`config.mk`:
```
export PLATFORM = sky130hd
export DESIGN_NAME = digipot_serial_command_engine
export DESIGN_NICKNAME = d
export VERILOG_FILES = /design/src/verilog/digipot_pkg.sv /design/src/verilog/nonvolatile_word_store.sv /design/src/verilog/digipot_serial_command_engine.sv
export SDC_FILE = /design/constraint.sdc
export NUM_CORES = 1
export LEC_CHECK = 0
export ABC_AREA = 1
export BUFFER_PORTS_ARGS = -buffer_cell sky130_fd_sc_hd__buf_4
export CORE_ASPECT_RATIO = 2
export CORE_MARGIN = 8
export CORE_UTILIZATION = 50
export DETAILED_ROUTE_END_ITERATION = 10
export PLACE_DENSITY = 0.63
export SLEW_MARGIN = 15
export SYNTH_ARGS = -nofsm -noshare
export SYNTH_HDL_FRONTEND = slang
export SYNTH_HIERARCHICAL = 1
export SYNTH_SLANG_ARGS = --single-unit
```
`constraint.sdc`:
```
create_clock -name ref_clk -period 3.2 [get_ports ref_clk]
set_input_delay 0.48 -clock ref_clk [delete_from_list [all_inputs] [get_ports ref_clk]]
set_output_delay 0.48 -clock ref_clk [all_outputs]
set_load 0.005 [all_outputs]
```
`src/verilog/digipot_pkg.sv`:
```
// Shared constants for the serial command engine of the digital potentiometer
package digipot_pkg;
  localparam int FRAME_BITS = 24;
  localparam int CNT_W = 5;
  localparam logic [4:0] FRAME_LEN = 5'h18;
  localparam logic [4:0] CNT_MAX = 5'h1F;
  localparam int WIPER_W = 10;
  localparam logic [9:0] WIPER_MAX = 10'h3FF;
  localparam int WORD_W = 16;
  localparam int NV_WORDS = 16;
  localparam int ADDR_W = 4;
  localparam int USER_WORDS = 14;
  // Frame field positions
  localparam int CMD_MSB = 23;
  localparam int CMD_LSB = 20;
  localparam int ADR_MSB = 19;
  localparam int ADR_LSB = 16;
  // Fixed nonvolatile locations
  localparam logic [3:0] NV_WIPER = 4'h0;
  localparam logic [3:0] NV_AUX = 4'h1;
  localparam logic [3:0] NV_USER_FIRST = 4'h2;
  // Aux bit positions inside the aux word
  localparam int AUX_ONE_BIT = 0;
  localparam int AUX_TWO_BIT = 1;
  // Factory contents of the store after power-up reset
  localparam logic [15:0] NV_RESET_WORD = 16'h0000;
  localparam logic [15:0] NV_RESET_WIPER = 16'h0200;
  typedef enum logic [3:0] {
    cmd_nop = 4'h0,
    cmd_restore_wiper = 4'h1,
    cmd_store_wiper = 4'h2,
    cmd_store_user = 4'h3,
    cmd_read_mem = 4'h9,
    cmd_read_wiper = 4'hA,
    cmd_write_wiper = 4'hB,
    cmd_shift_left = 4'hC,
    cmd_increment = 4'hE
  } cmd_t;
  typedef enum logic [1:0] {
    st_idle = 2'b00,
    st_shift = 2'b01,
    st_exec = 2'b10
  } frame_state_t;
endpackage

```
`src/verilog/nonvolatile_word_store.sv`:
```
// Word-wide nonvolatile array with one write port and one read port
`timescale 1ns/1ps
module nonvolatile_word_store
#(
  parameter int WORDS = digipot_pkg::NV_WORDS,
  parameter int WIDTH = digipot_pkg::WORD_W
)
(
  input wire logic ref_clk,
  input wire logic nrst,
  input wire logic wr_en,
  input wire logic [3:0] wr_addr,
  input wire logic [WIDTH-1:0] wr_data,
  input wire logic [3:0] rd_addr,
  output logic [WIDTH-1:0] rd_data
);
  import digipot_pkg::*;

  logic [WIDTH-1:0] mem [WORDS];
  logic [WIDTH-1:0] next_mem [WORDS];

  // Elaboration guard: the 4-bit address nibble reaches exactly this store
  if (WORDS != NV_WORDS || WIDTH != WORD_W)
  begin
    $error("store geometry must match the 4-bit address nibble");
  end

  // Read is combinational so a restore settles in one edge
  assign rd_data = mem[rd_addr];

  // Next contents: only the addressed word changes
  always_comb
  begin
    for (int i = 0; i < WORDS; i++)
      next_mem[i] = mem[i];
    if (wr_en)
      next_mem[wr_addr] = wr_data;
  end

  // Reset stands in for factory contents; real cells keep data
  always_ff @(posedge ref_clk or negedge nrst)
  begin
    if (!nrst)
    begin
      for (int i = 0; i < WORDS; i++)
        mem[i] <= (i == 0) ? NV_RESET_WIPER : NV_RESET_WORD;
    end
    else
    begin
      for (int i = 0; i < WORDS; i++)
        mem[i] <= next_mem[i];
    end
  end
endmodule

```
`src/verilog/digipot_serial_command_engine.sv`:
```
// Serial frame decoder driving the wiper code and nonvolatile words
`timescale 1ns/1ps
// Notes on behaviour
// - Write-wiper loads the 10-bit data field into the wiper code.
// - Increment adds one to the wiper code, holding at full scale; data bits ignored.
// - Store-wiper copies the wiper code into nonvolatile word zero.
// - Restore command reloads the wiper code from the word named by the address field.
// - Power-on and restore strobe also reload the wiper from word zero.
// - Left shift doubles the wiper code, a six decibel step up, saturating at full scale from midscale upward.
// - Store-user-data writes 16 data bits to the addressed word.
// - Fourteen user words of sixteen bits each are addressable.
// - Read-memory prepares the addressed word for the next frame.
// - Next frame shifts out command, address and sixteen data bits.
// - No-operation frame returns to idle power, changing no register.
// - Write-protect low blocks every nonvolatile store.
// - Wiper code is 10 bits selecting one of 1024 positions.
// - User words restore into a readable register by read-memory.
// - Restore command leaves read-mode power until a no-operation.
module digipot_serial_command_engine
(
  input wire logic ref_clk,
  input wire logic nrst,
  input wire logic sclk,
  input wire logic sel_n,
  input wire logic sdi,
  input wire logic wp_n,
  input wire logic restore_strobe_input_n,
  output logic sdo,
  output logic [digipot_pkg::WIPER_W-1:0] wiper_code_register,
  output logic aux_output_bit_one,
  output logic aux_output_bit_two,
  output logic read_mode_power
);
  import digipot_pkg::*;

  // Pin synchronisers: stage one feeds only stage two
  logic [1:0] sclk_sync, sel_sync, sdi_sync, prs_sync, wp_sync;
  logic sclk_d, sel_d, prs_d;
  always_ff @(posedge ref_clk or negedge nrst)
  begin
    if (!nrst)
    begin
      sclk_sync <= 2'h0;
      sel_sync <= 2'h3;
      sdi_sync <= 2'h0;
      prs_sync <= 2'h3;
      wp_sync <= 2'h0; // Protected until the pin is seen
      sclk_d <= 1'b0;
      sel_d <= 1'b1;
      prs_d <= 1'b1;
    end
    else
    begin
      sclk_sync <= {sclk_sync[0], sclk};
      sel_sync <= {sel_sync[0], sel_n};
      sdi_sync <= {sdi_sync[0], sdi};
      prs_sync <= {prs_sync[0], restore_strobe_input_n};
      wp_sync <= {wp_sync[0], wp_n};
      sclk_d <= sclk_sync[1];
      sel_d <= sel_sync[1];
      prs_d <= prs_sync[1];
    end
  end

  logic sclk_rise, sclk_fall, sel_fall, sel_rise, strobe_fall;
  assign sclk_rise = sclk_sync[1] & ~sclk_d;
  assign sclk_fall = ~sclk_sync[1] & sclk_d;
  assign sel_fall = ~sel_sync[1] & sel_d;
  assign sel_rise = sel_sync[1] & ~sel_d;
  assign strobe_fall = ~prs_sync[1] & prs_d;

  // Frame and command state
  frame_state_t state, next_state;
  logic [CNT_W-1:0] bit_cnt, next_bit_cnt;
  logic [FRAME_BITS-1:0] in_shift, next_in_shift;
  logic [FRAME_BITS-1:0] out_shift, next_out_shift;
  logic [WIPER_W-1:0] next_wiper;
  logic [WORD_W-1:0] readback, next_readback;
  logic next_sdo, next_aux_one, next_aux_two, next_read_mode;
  logic power_up, next_power_up;
  logic power_up_wiper, next_power_up_wiper;
  logic [FRAME_BITS-1:0] echo_word, next_echo_word;
  logic nv_we;
  logic [ADDR_W-1:0] nv_waddr, nv_raddr;
  logic [WORD_W-1:0] nv_wdata, nv_rdata;

  nonvolatile_word_store store_inst (
    .ref_clk(ref_clk),
    .nrst(nrst),
    .wr_en(nv_we),
    .wr_addr(nv_waddr),
    .wr_data(nv_wdata),
    .rd_addr(nv_raddr),
    .rd_data(nv_rdata)
  );

  logic [3:0] f_cmd, f_adr;
  logic [WIPER_W:0] inc_sum;
  assign f_cmd = in_shift[CMD_MSB:CMD_LSB];
  assign f_adr = in_shift[ADR_MSB:ADR_LSB];
  assign inc_sum = {1'b0, wiper_code_register} + 11'h001;

  // Next-state logic for framing, decode and serial output
  always_comb
  begin
    next_state = state;
    next_bit_cnt = bit_cnt;
    next_in_shift = in_shift;
    next_out_shift = out_shift;
    next_sdo = sdo;
    next_wiper = wiper_code_register;
    next_readback = readback;
    next_aux_one = aux_output_bit_one;
    next_aux_two = aux_output_bit_two;
    next_read_mode = read_mode_power;
    next_power_up = 1'b0;
    next_power_up_wiper = 1'b0;
    next_echo_word = echo_word;
    nv_we = 1'b0;
    nv_waddr = NV_WIPER;
    nv_wdata = {{(WORD_W-WIPER_W){1'b0}}, wiper_code_register};
    nv_raddr = NV_WIPER;
    case (state)
      st_idle:
      begin
        if (sel_fall)
        begin
          next_state = st_shift;
          next_bit_cnt = '0;
          // Shift a copy so a dropped frame leaves the echo intact
          next_out_shift = echo_word;
          next_sdo = echo_word[FRAME_BITS-1];
        end
      end
      st_shift:
      begin
        // Count saturates so an overlong frame is still rejected
        if (sclk_rise)
        begin
          next_in_shift = {in_shift[FRAME_BITS-2:0], sdi_sync[1]};
          if (bit_cnt != CNT_MAX)
            next_bit_cnt = bit_cnt + 5'h01;
        end
        if (sclk_fall)
        begin
          next_out_shift = {out_shift[FRAME_BITS-2:0], 1'b0};
          next_sdo = out_shift[FRAME_BITS-2];
        end
        if (sel_rise)
          next_state = (bit_cnt == FRAME_LEN) ? st_exec : st_idle;
      end
      st_exec:
      begin
        next_state = st_idle;
        next_echo_word = in_shift;
        nv_raddr = f_adr;
        case (f_cmd)
          cmd_nop:
            next_read_mode = 1'b0;
          cmd_restore_wiper:
          begin
            next_wiper = nv_rdata[WIPER_W-1:0];
            next_read_mode = 1'b1;
          end
          cmd_store_wiper:
            nv_we = wp_sync[1];
          cmd_store_user:
          begin
            nv_we = wp_sync[1];
            nv_waddr = f_adr;
            nv_wdata = in_shift[WORD_W-1:0];
          end
          cmd_read_mem:
          begin
            next_readback = nv_rdata;
            next_echo_word = {f_cmd, f_adr, nv_rdata};
            next_read_mode = 1'b1;
          end
          cmd_read_wiper:
            next_echo_word = {f_cmd, f_adr,
              {(WORD_W-WIPER_W){1'b0}}, wiper_code_register};
          cmd_write_wiper:
            next_wiper = in_shift[WIPER_W-1:0];
          cmd_shift_left:
            // Saturate: doubling midscale lands on full scale
            next_wiper = wiper_code_register[WIPER_W-1] ? WIPER_MAX :
              {wiper_code_register[WIPER_W-2:0], 1'b0};
          cmd_increment:
            next_wiper = inc_sum[WIPER_W] ? WIPER_MAX :
              inc_sum[WIPER_W-1:0];
          default:
            next_wiper = wiper_code_register;
        endcase
      end
      default:
        next_state = st_idle;
    endcase
    // Power-up takes two steps since the store has one read port
    if (power_up)
    begin
      nv_raddr = NV_AUX;
      next_aux_one = nv_rdata[AUX_ONE_BIT];
      next_aux_two = nv_rdata[AUX_TWO_BIT];
      next_wiper = wiper_code_register;
      next_power_up_wiper = 1'b1;
    end
    else if (power_up_wiper || strobe_fall)
    begin
      // Strobe shares the port; the first power-up step ignores it
      nv_raddr = NV_WIPER;
      next_wiper = nv_rdata[WIPER_W-1:0];
    end
  end

  // Frame, wiper and power-up registers
  always_ff @(posedge ref_clk or negedge nrst)
  begin
    if (!nrst)
    begin
      state <= st_idle;
      bit_cnt <= '0;
      in_shift <= '0;
      out_shift <= '0;
      sdo <= 1'b0;
      wiper_code_register <= '0;
      readback <= '0;
      aux_output_bit_one <= 1'b0;
      aux_output_bit_two <= 1'b0;
      read_mode_power <= 1'b0;
      power_up <= 1'b1;
      power_up_wiper <= 1'b0;
      echo_word <= '0;
    end
    else
    begin
      state <= next_state;
      bit_cnt <= next_bit_cnt;
      in_shift <= next_in_shift;
      out_shift <= next_out_shift;
      sdo <= next_sdo;
      readback <= next_readback;
      aux_output_bit_one <= next_aux_one;
      aux_output_bit_two <= next_aux_two;
      read_mode_power <= next_read_mode;
      power_up <= next_power_up;
      power_up_wiper <= next_power_up_wiper;
      echo_word <= next_echo_word;
      wiper_code_register <= next_wiper;
    end
  end
endmodule

```
### Word-level counts from Yosys, hierarchy flattened

Index checks and enable logic that the tools add are counted.

* logic and storage cells: 124
* output and inout bits: 14
* flip-flop bits (word level): 363
* input bits: 7

* reductions and logical operators: 16
* bitwise operators: 13
* $add $sub $neg: 2
* $lt $le $gt $ge: 3
* equal/unequal tests: 17
* muxes and demuxes: 37

Operators by type and width (count)
* $bwmux 256: 1
* $mux 16: 5
* $bmux 16 s4: 1
* $demux 16 s4: 1
* $mux 23: 2
* $pmux 23 s2: 1
* $mux 10: 4
* $pmux 10 s4: 1
* $pmux 16 s2: 1
* $eq 4x4->1 const B: 5
* $mux 4: 5
* $mux 5: 3
* $add 10x1->11 const B: 1
* $ge 5x5->1 const B: 2
* $ne 2x2->1 const B: 5
* $not 4->5: 2
* $pmux 5 s2: 1
* $eq 4x2->1 const B: 2
* $mux 2: 3
* $not 1->1: 6
* $reduce_and 2->1: 3
* $reduce_and 3->1: 2
* $reduce_bool 2->1: 3
* $add 5x1->5 const B: 1
* 17 further kinds: 27

### Logic depth before layout (Yosys ltp)

* depth after elaboration: 12
* depth in mapped cells: 17
* gate-level depth less buffers: 15

### Cells and area by module

Netlist, hierarchy kept.

Modules (own cells, without submodules)
* nonvolatile_word_store: sequential area each 6407.4 µm², cells each 1659, area an instance 12379.4 µm², times used 1
* digipot_serial_command_engine: sequential area each 2686.3 µm², cells each 672, area an instance 5201.2 µm², times used 1

### Worst setup path after synthesis

Ideal clock, no wire load.

* path type: flip-flop to flip-flop
* start point: register state[0]
* end point: register echo_word[0]
* clock period less this slack: 2287 ps
* setup slack: 913 ps
* arrival: 2199 ps
* setup time: 88 ps
* path buffers: 4
* cell stages (with the launch flop): 14
* data required time: 3112 ps
* path through: dfrtp_1 > nor2_1 > buf_2 > buf_2 > nand2_1 > nor2_1 > buf_2 > buf_1 > nand3_1 > nand3_1 > nand3_1 > nand2_1 > nand2_1 > a41oi_1

* word-level cells in the longest chain between the ends: 9

RTL lines
* start, declared: RTL line digipot_serial_command_engine.sv:73 `frame_state_t state, next_state;`
* start signal, assigned: RTL line digipot_serial_command_engine.sv:220 `state <= st_idle;`
* start signal, assigned: RTL line digipot_serial_command_engine.sv:236 `state <= next_state;`
* $eq 2x2->1: RTL line digipot_serial_command_engine.sv:123 `case (state)`
* $mux 4: RTL line digipot_serial_command_engine.sv:123
* $mux 4: RTL line digipot_serial_command_engine.sv:207 `else if (power_up_wiper || strobe_fall)`
* $mux 4: RTL line digipot_serial_command_engine.sv:199 `if (power_up)`
* net nv_raddr[1]: RTL line digipot_serial_command_engine.sv:84 `logic [ADDR_W-1:0] nv_waddr, nv_raddr;`
* $not 4->5 (implied by the code): RTL line nonvolatile_word_store.sv:29 `assign rd_data = mem[rd_addr];`
* $bmux 16 s4: RTL line nonvolatile_word_store.sv:29
* $mux 16 (implied by the code) (2 in series): RTL line nonvolatile_word_store.sv:29
* net nv_rdata[0]: RTL line digipot_serial_command_engine.sv:85 `logic [WORD_W-1:0] nv_wdata, nv_rdata;`
* $pmux 16 s2: RTL line digipot_serial_command_engine.sv:157 `case (f_cmd)`
* end signal, assigned: RTL line digipot_serial_command_engine.sv:247 `echo_word <= next_echo_word;`
* end, declared: RTL line digipot_serial_command_engine.sv:82 `logic [FRAME_BITS-1:0] echo_word, next_echo_word;`

The timed path passes the listed nets, and every way through them passes these cells. The select of a mux whose other input is x is not followed.
A chain may end at the register's enable or synchronous reset.

### Final worst setup path

* start point: register state[0]
* end point: register store_inst/mem[241] (netlist name)

* elaborated cells on any way between the ends: 11
* those cells by class: 2 x order compare; 1 x eq/ne; 6 x mux; 1 x bitwise; 1 x reduce/logical

RTL lines
* $eq 2x2->1: RTL line digipot_serial_command_engine.sv:123
* $mux 16: RTL line digipot_serial_command_engine.sv:123
* net nv_wdata[1]: RTL line digipot_serial_command_engine.sv:85
* $bwmux 256: RTL line nonvolatile_word_store.sv:37 `next_mem[wr_addr] = wr_data;`
* end signal, assigned by index: RTL line nonvolatile_word_store.sv:46 `mem[i] <= (i == 0) ? NV_RESET_WIPER : NV_RESET_WORD;`
* end signal, assigned by index: RTL line nonvolatile_word_store.sv:51 `mem[i] <= next_mem[i];`
* end, declared: RTL line nonvolatile_word_store.sv:19 `logic [WIDTH-1:0] mem [WORDS];`

The timed path passes the listed nets, and every way through them passes these cells.

==> run metrics <==
status=complete, no violations; FF+latch count, synth=363; max-cap viol count=0; Clock Pin Slew Worst Setup and Hold Paths=60 ps; Worst Setup Start Kind=register; final setup fails=0; first-pass GRT wire length=79160 um; Synth Instances=2331; most frequent cells in the layout=786 x nand2_1, 355 x dfrtp_1, 297 x inv_1, 297 x o21ai_0, 235 x nand3_1; r2r setup slk=300 ps; Slew HR=0.2375; layout net count=2322; layout cell share with drive strength beyond 1=0.06898; power density over the cells=510.1 mW/mm2; Yosys top cell area share=0.5053; Seq/Total Area, Yosys=0.5173; peak supply drop=0.4513 mV; Max Slew Vio Count=0; FMAX=0.3444 GHz; yosys warns=6; Die ar.=0.04178 mm2; P_leak=8.894 nW; syn avg cell area=7.542 um2; HP Class=in -> reg; Met2 Routed Length=26560 um; WL final=49450 um; clk root buf=clkbuf_16; fin crit period=2903 ps; Post-Route Setup TNS=0 ps; post-synth cell types=33; Max Root-Sink Buffers=3; fill count=3317; Rows=97; Layout area overhead=9.907%; via/cell ratio=5.372; DR vias=14930; Final HPWL DP=31690 um; Setup CP Type=reg -> reg; final hold vios=0; Die W=148.6 um; initial core utilization=0.5047; worst slew pin tran=1132 ps; Post-Syn Nets=2342; Final Cell Area=0.01932 mm2; setup bufs post-CTS=0; DR iter-0 viols=1188; worst skew pair latency=530 ps; I/O Pins=21; gp weighted congestion=0.8648; H-tree lvl count=2; Final period util=0.9073; highest metal used=met4; TritonCTS clock tree=yes; Area after DPL=0.01824 mm2; CP Capture Type=register; Layout Skew=17.36 ps; die height=281.2 um; CP max FO=21; Synth area leader=dfrtp_1; hold wc startpoint=sel_n; # clock sinks=363; most common cell after layout, fill and taps aside=nand2_1; Core Area=0.03483 mm2; Arrival @ worst endpoint=3340 ps; GR Util All Layers=0.2424; top post-synthesis cells by area=dfrtp_1 51%, nand2_1 17%, o21ai_0 8.5%, nand3_1 6.7%, inv_1 6.3%; TritonRoute pass-1 iters=6; Antenna Nets Post-Route=0; gr ovfl total=0; drt wl/cell=17.80 um; drt drc=0; crit path launch=state[0]; Worst Path Required=3640 ps; RSZ-0062 raised after global routing=false; diodes inserted=0; Port Buffers=20; Post-Syn Area=0.01758 mm2; metal3 WL=2211 um; vias in the first global route=14430; Routed met1 length=18790 um; CTS Buf Count=35; initial antenna violation count=0; largest net degree at the start of global routing=85; Reg-to-Reg Start=state[0]
==> sequential cells by signal (all words and copies together) (netlist names), 2 cells and up <==
name / count
bit_cnt: 5
out_shift: 23
wiper_code_register: 10
sel_sync: 2
store_inst/mem: 256
in_shift: 24
sclk_sync: 2
echo_word: 24
sdi_sync: 2
prs_sync: 2
state: 2
wp_sync: 2
==> layer usage <==
metal	vias to the layer above	global-route usage
met2	420	0.4512
met4	0	0.1038
met5	-	0
li1	7249	-
met1	7140	0.2701
met3	119	0.02886
==> critical path, cell delays in order (launching register included) <==
cell and delay [ps]:
dfrtp_1 400, nor2_2 350, nand3_1 220, buf_4 270, o21ai_0 890, inv_1 410, o21ai_0 260
==> worst paths after layout <==
| path | endpoint | cells after the start |
|---|---|---|
| max | store_inst/mem[241] | 6 |
| min | sel_sync[0] | 1 |
| max reg2reg | store_inst/mem[241] | 6 |
| min reg2reg | sclk_sync[1] | 0 |
| max in group asynchronous | store_inst/mem[245] | 3 |
| min in group asynchronous | bit_cnt[0] | 2 |
==> cells by family after synthesis <==
logic type | count (synthesis) | share of synthesized area
other | 1 | 0.0002133
DFF | 363 | 0.5173
adders and majority gates | 4 | 0.002847
buffers and inverters | 436 | 0.1006
AOI/OAI and AO/OA | 353 | 0.1050
xor gates and xnor gates | 3 | 0.001495
and+or+nand+nor | 1171 | 0.2727
==> cell type report <==
type                    instances  area (um2)  share of cell area
flip-flops and latches        363        9094              0.4706
multi-input cells            1532        6743              0.3490
inverters                     304        1142             0.05912
clock buffers                  54        1040             0.05381
repair buffers                 75       710.7             0.03678
well taps                     445       556.8             0.02882
clock inverters                 6       36.28            0.001878
==> cells in the mapped netlist <==
| cell type | number |
|---|---|
| nand2_1 | 786 |
| dfrtp_1 | 355 |
| o21ai_0 | 298 |
| inv_1 | 297 |
| nand3_1 | 235 |
| nor2_1 | 116 |
| buf_2 | 60 |
| clkbuf_1 | 52 |
| a31oi_1 | 29 |
| buf_4 | 11 |
| nor2_2 | 11 |
| a41oi_1 | 10 |
| dfstp_2 | 8 |
| o21ai_1 | 8 |
| buf_1 | 7 |
| inv_2 | 7 |
| a21oi_1 | 6 |
| nor3_1 | 6 |
| ha_1 | 4 |
| nand4_1 | 4 |
| nor3_2 | 4 |
| buf_6 | 2 |
| nor2_4 | 2 |
| or2_1 | 2 |
| or2_2 | 2 |
| xnor2_1 | 2 |
| a211oi_1 | 1 |
| and3_1 | 1 |
| conb_1 | 1 |
| nand2_2 | 1 |
| nand3b_1 | 1 |
| o31ai_1 | 1 |
| xor2_1 | 1 |
==> per-stage QoR <==
| step | util | std cells | worst slack (ps) | power [mW] | hold slack, ps |
|---|---|---|---|---|---|
| floorplan | - | 2331 | 913.0 | 5.555 | 184.4 |
| detailed placement | 0.5235 | 2718 | 316.3 | 5.945 | 341.0 |
| global placement | 0.5235 | 2718 | 404.9 | 5.932 | 335.0 |
| CTS | 0.5547 | 2779 | 281.8 | 9.963 | 39.74 |
| finish | 0.5547 | 2779 | 296.7 | 9.857 | 50.07 |
| global route | 0.5547 | 2779 | 97.60 | 10.27 | 43.23 |
==> timing repair <==
| item | 4_1_cts | 5_1_grt |
|---|---|---|
| gates resized for setup | 0 | 0 |
| endpoints found under the hold margin | 54 | 0 |
| hold buffers | 1 | 0 |
==> power breakdown <==
part | leakage [nW] | internal [mW] | total, mW | switching, mW
registers | 4.95 | 4.79 | 4.97 | 0.177
clock network | 0.532 | 2.24 | 4.00 | 1.76
logic | 3.41 | 0.279 | 0.884 | 0.605
total | 8.89 | 7.31 | 9.86 | 2.54
Note: power is estimated with default switching activity, not from simulation.
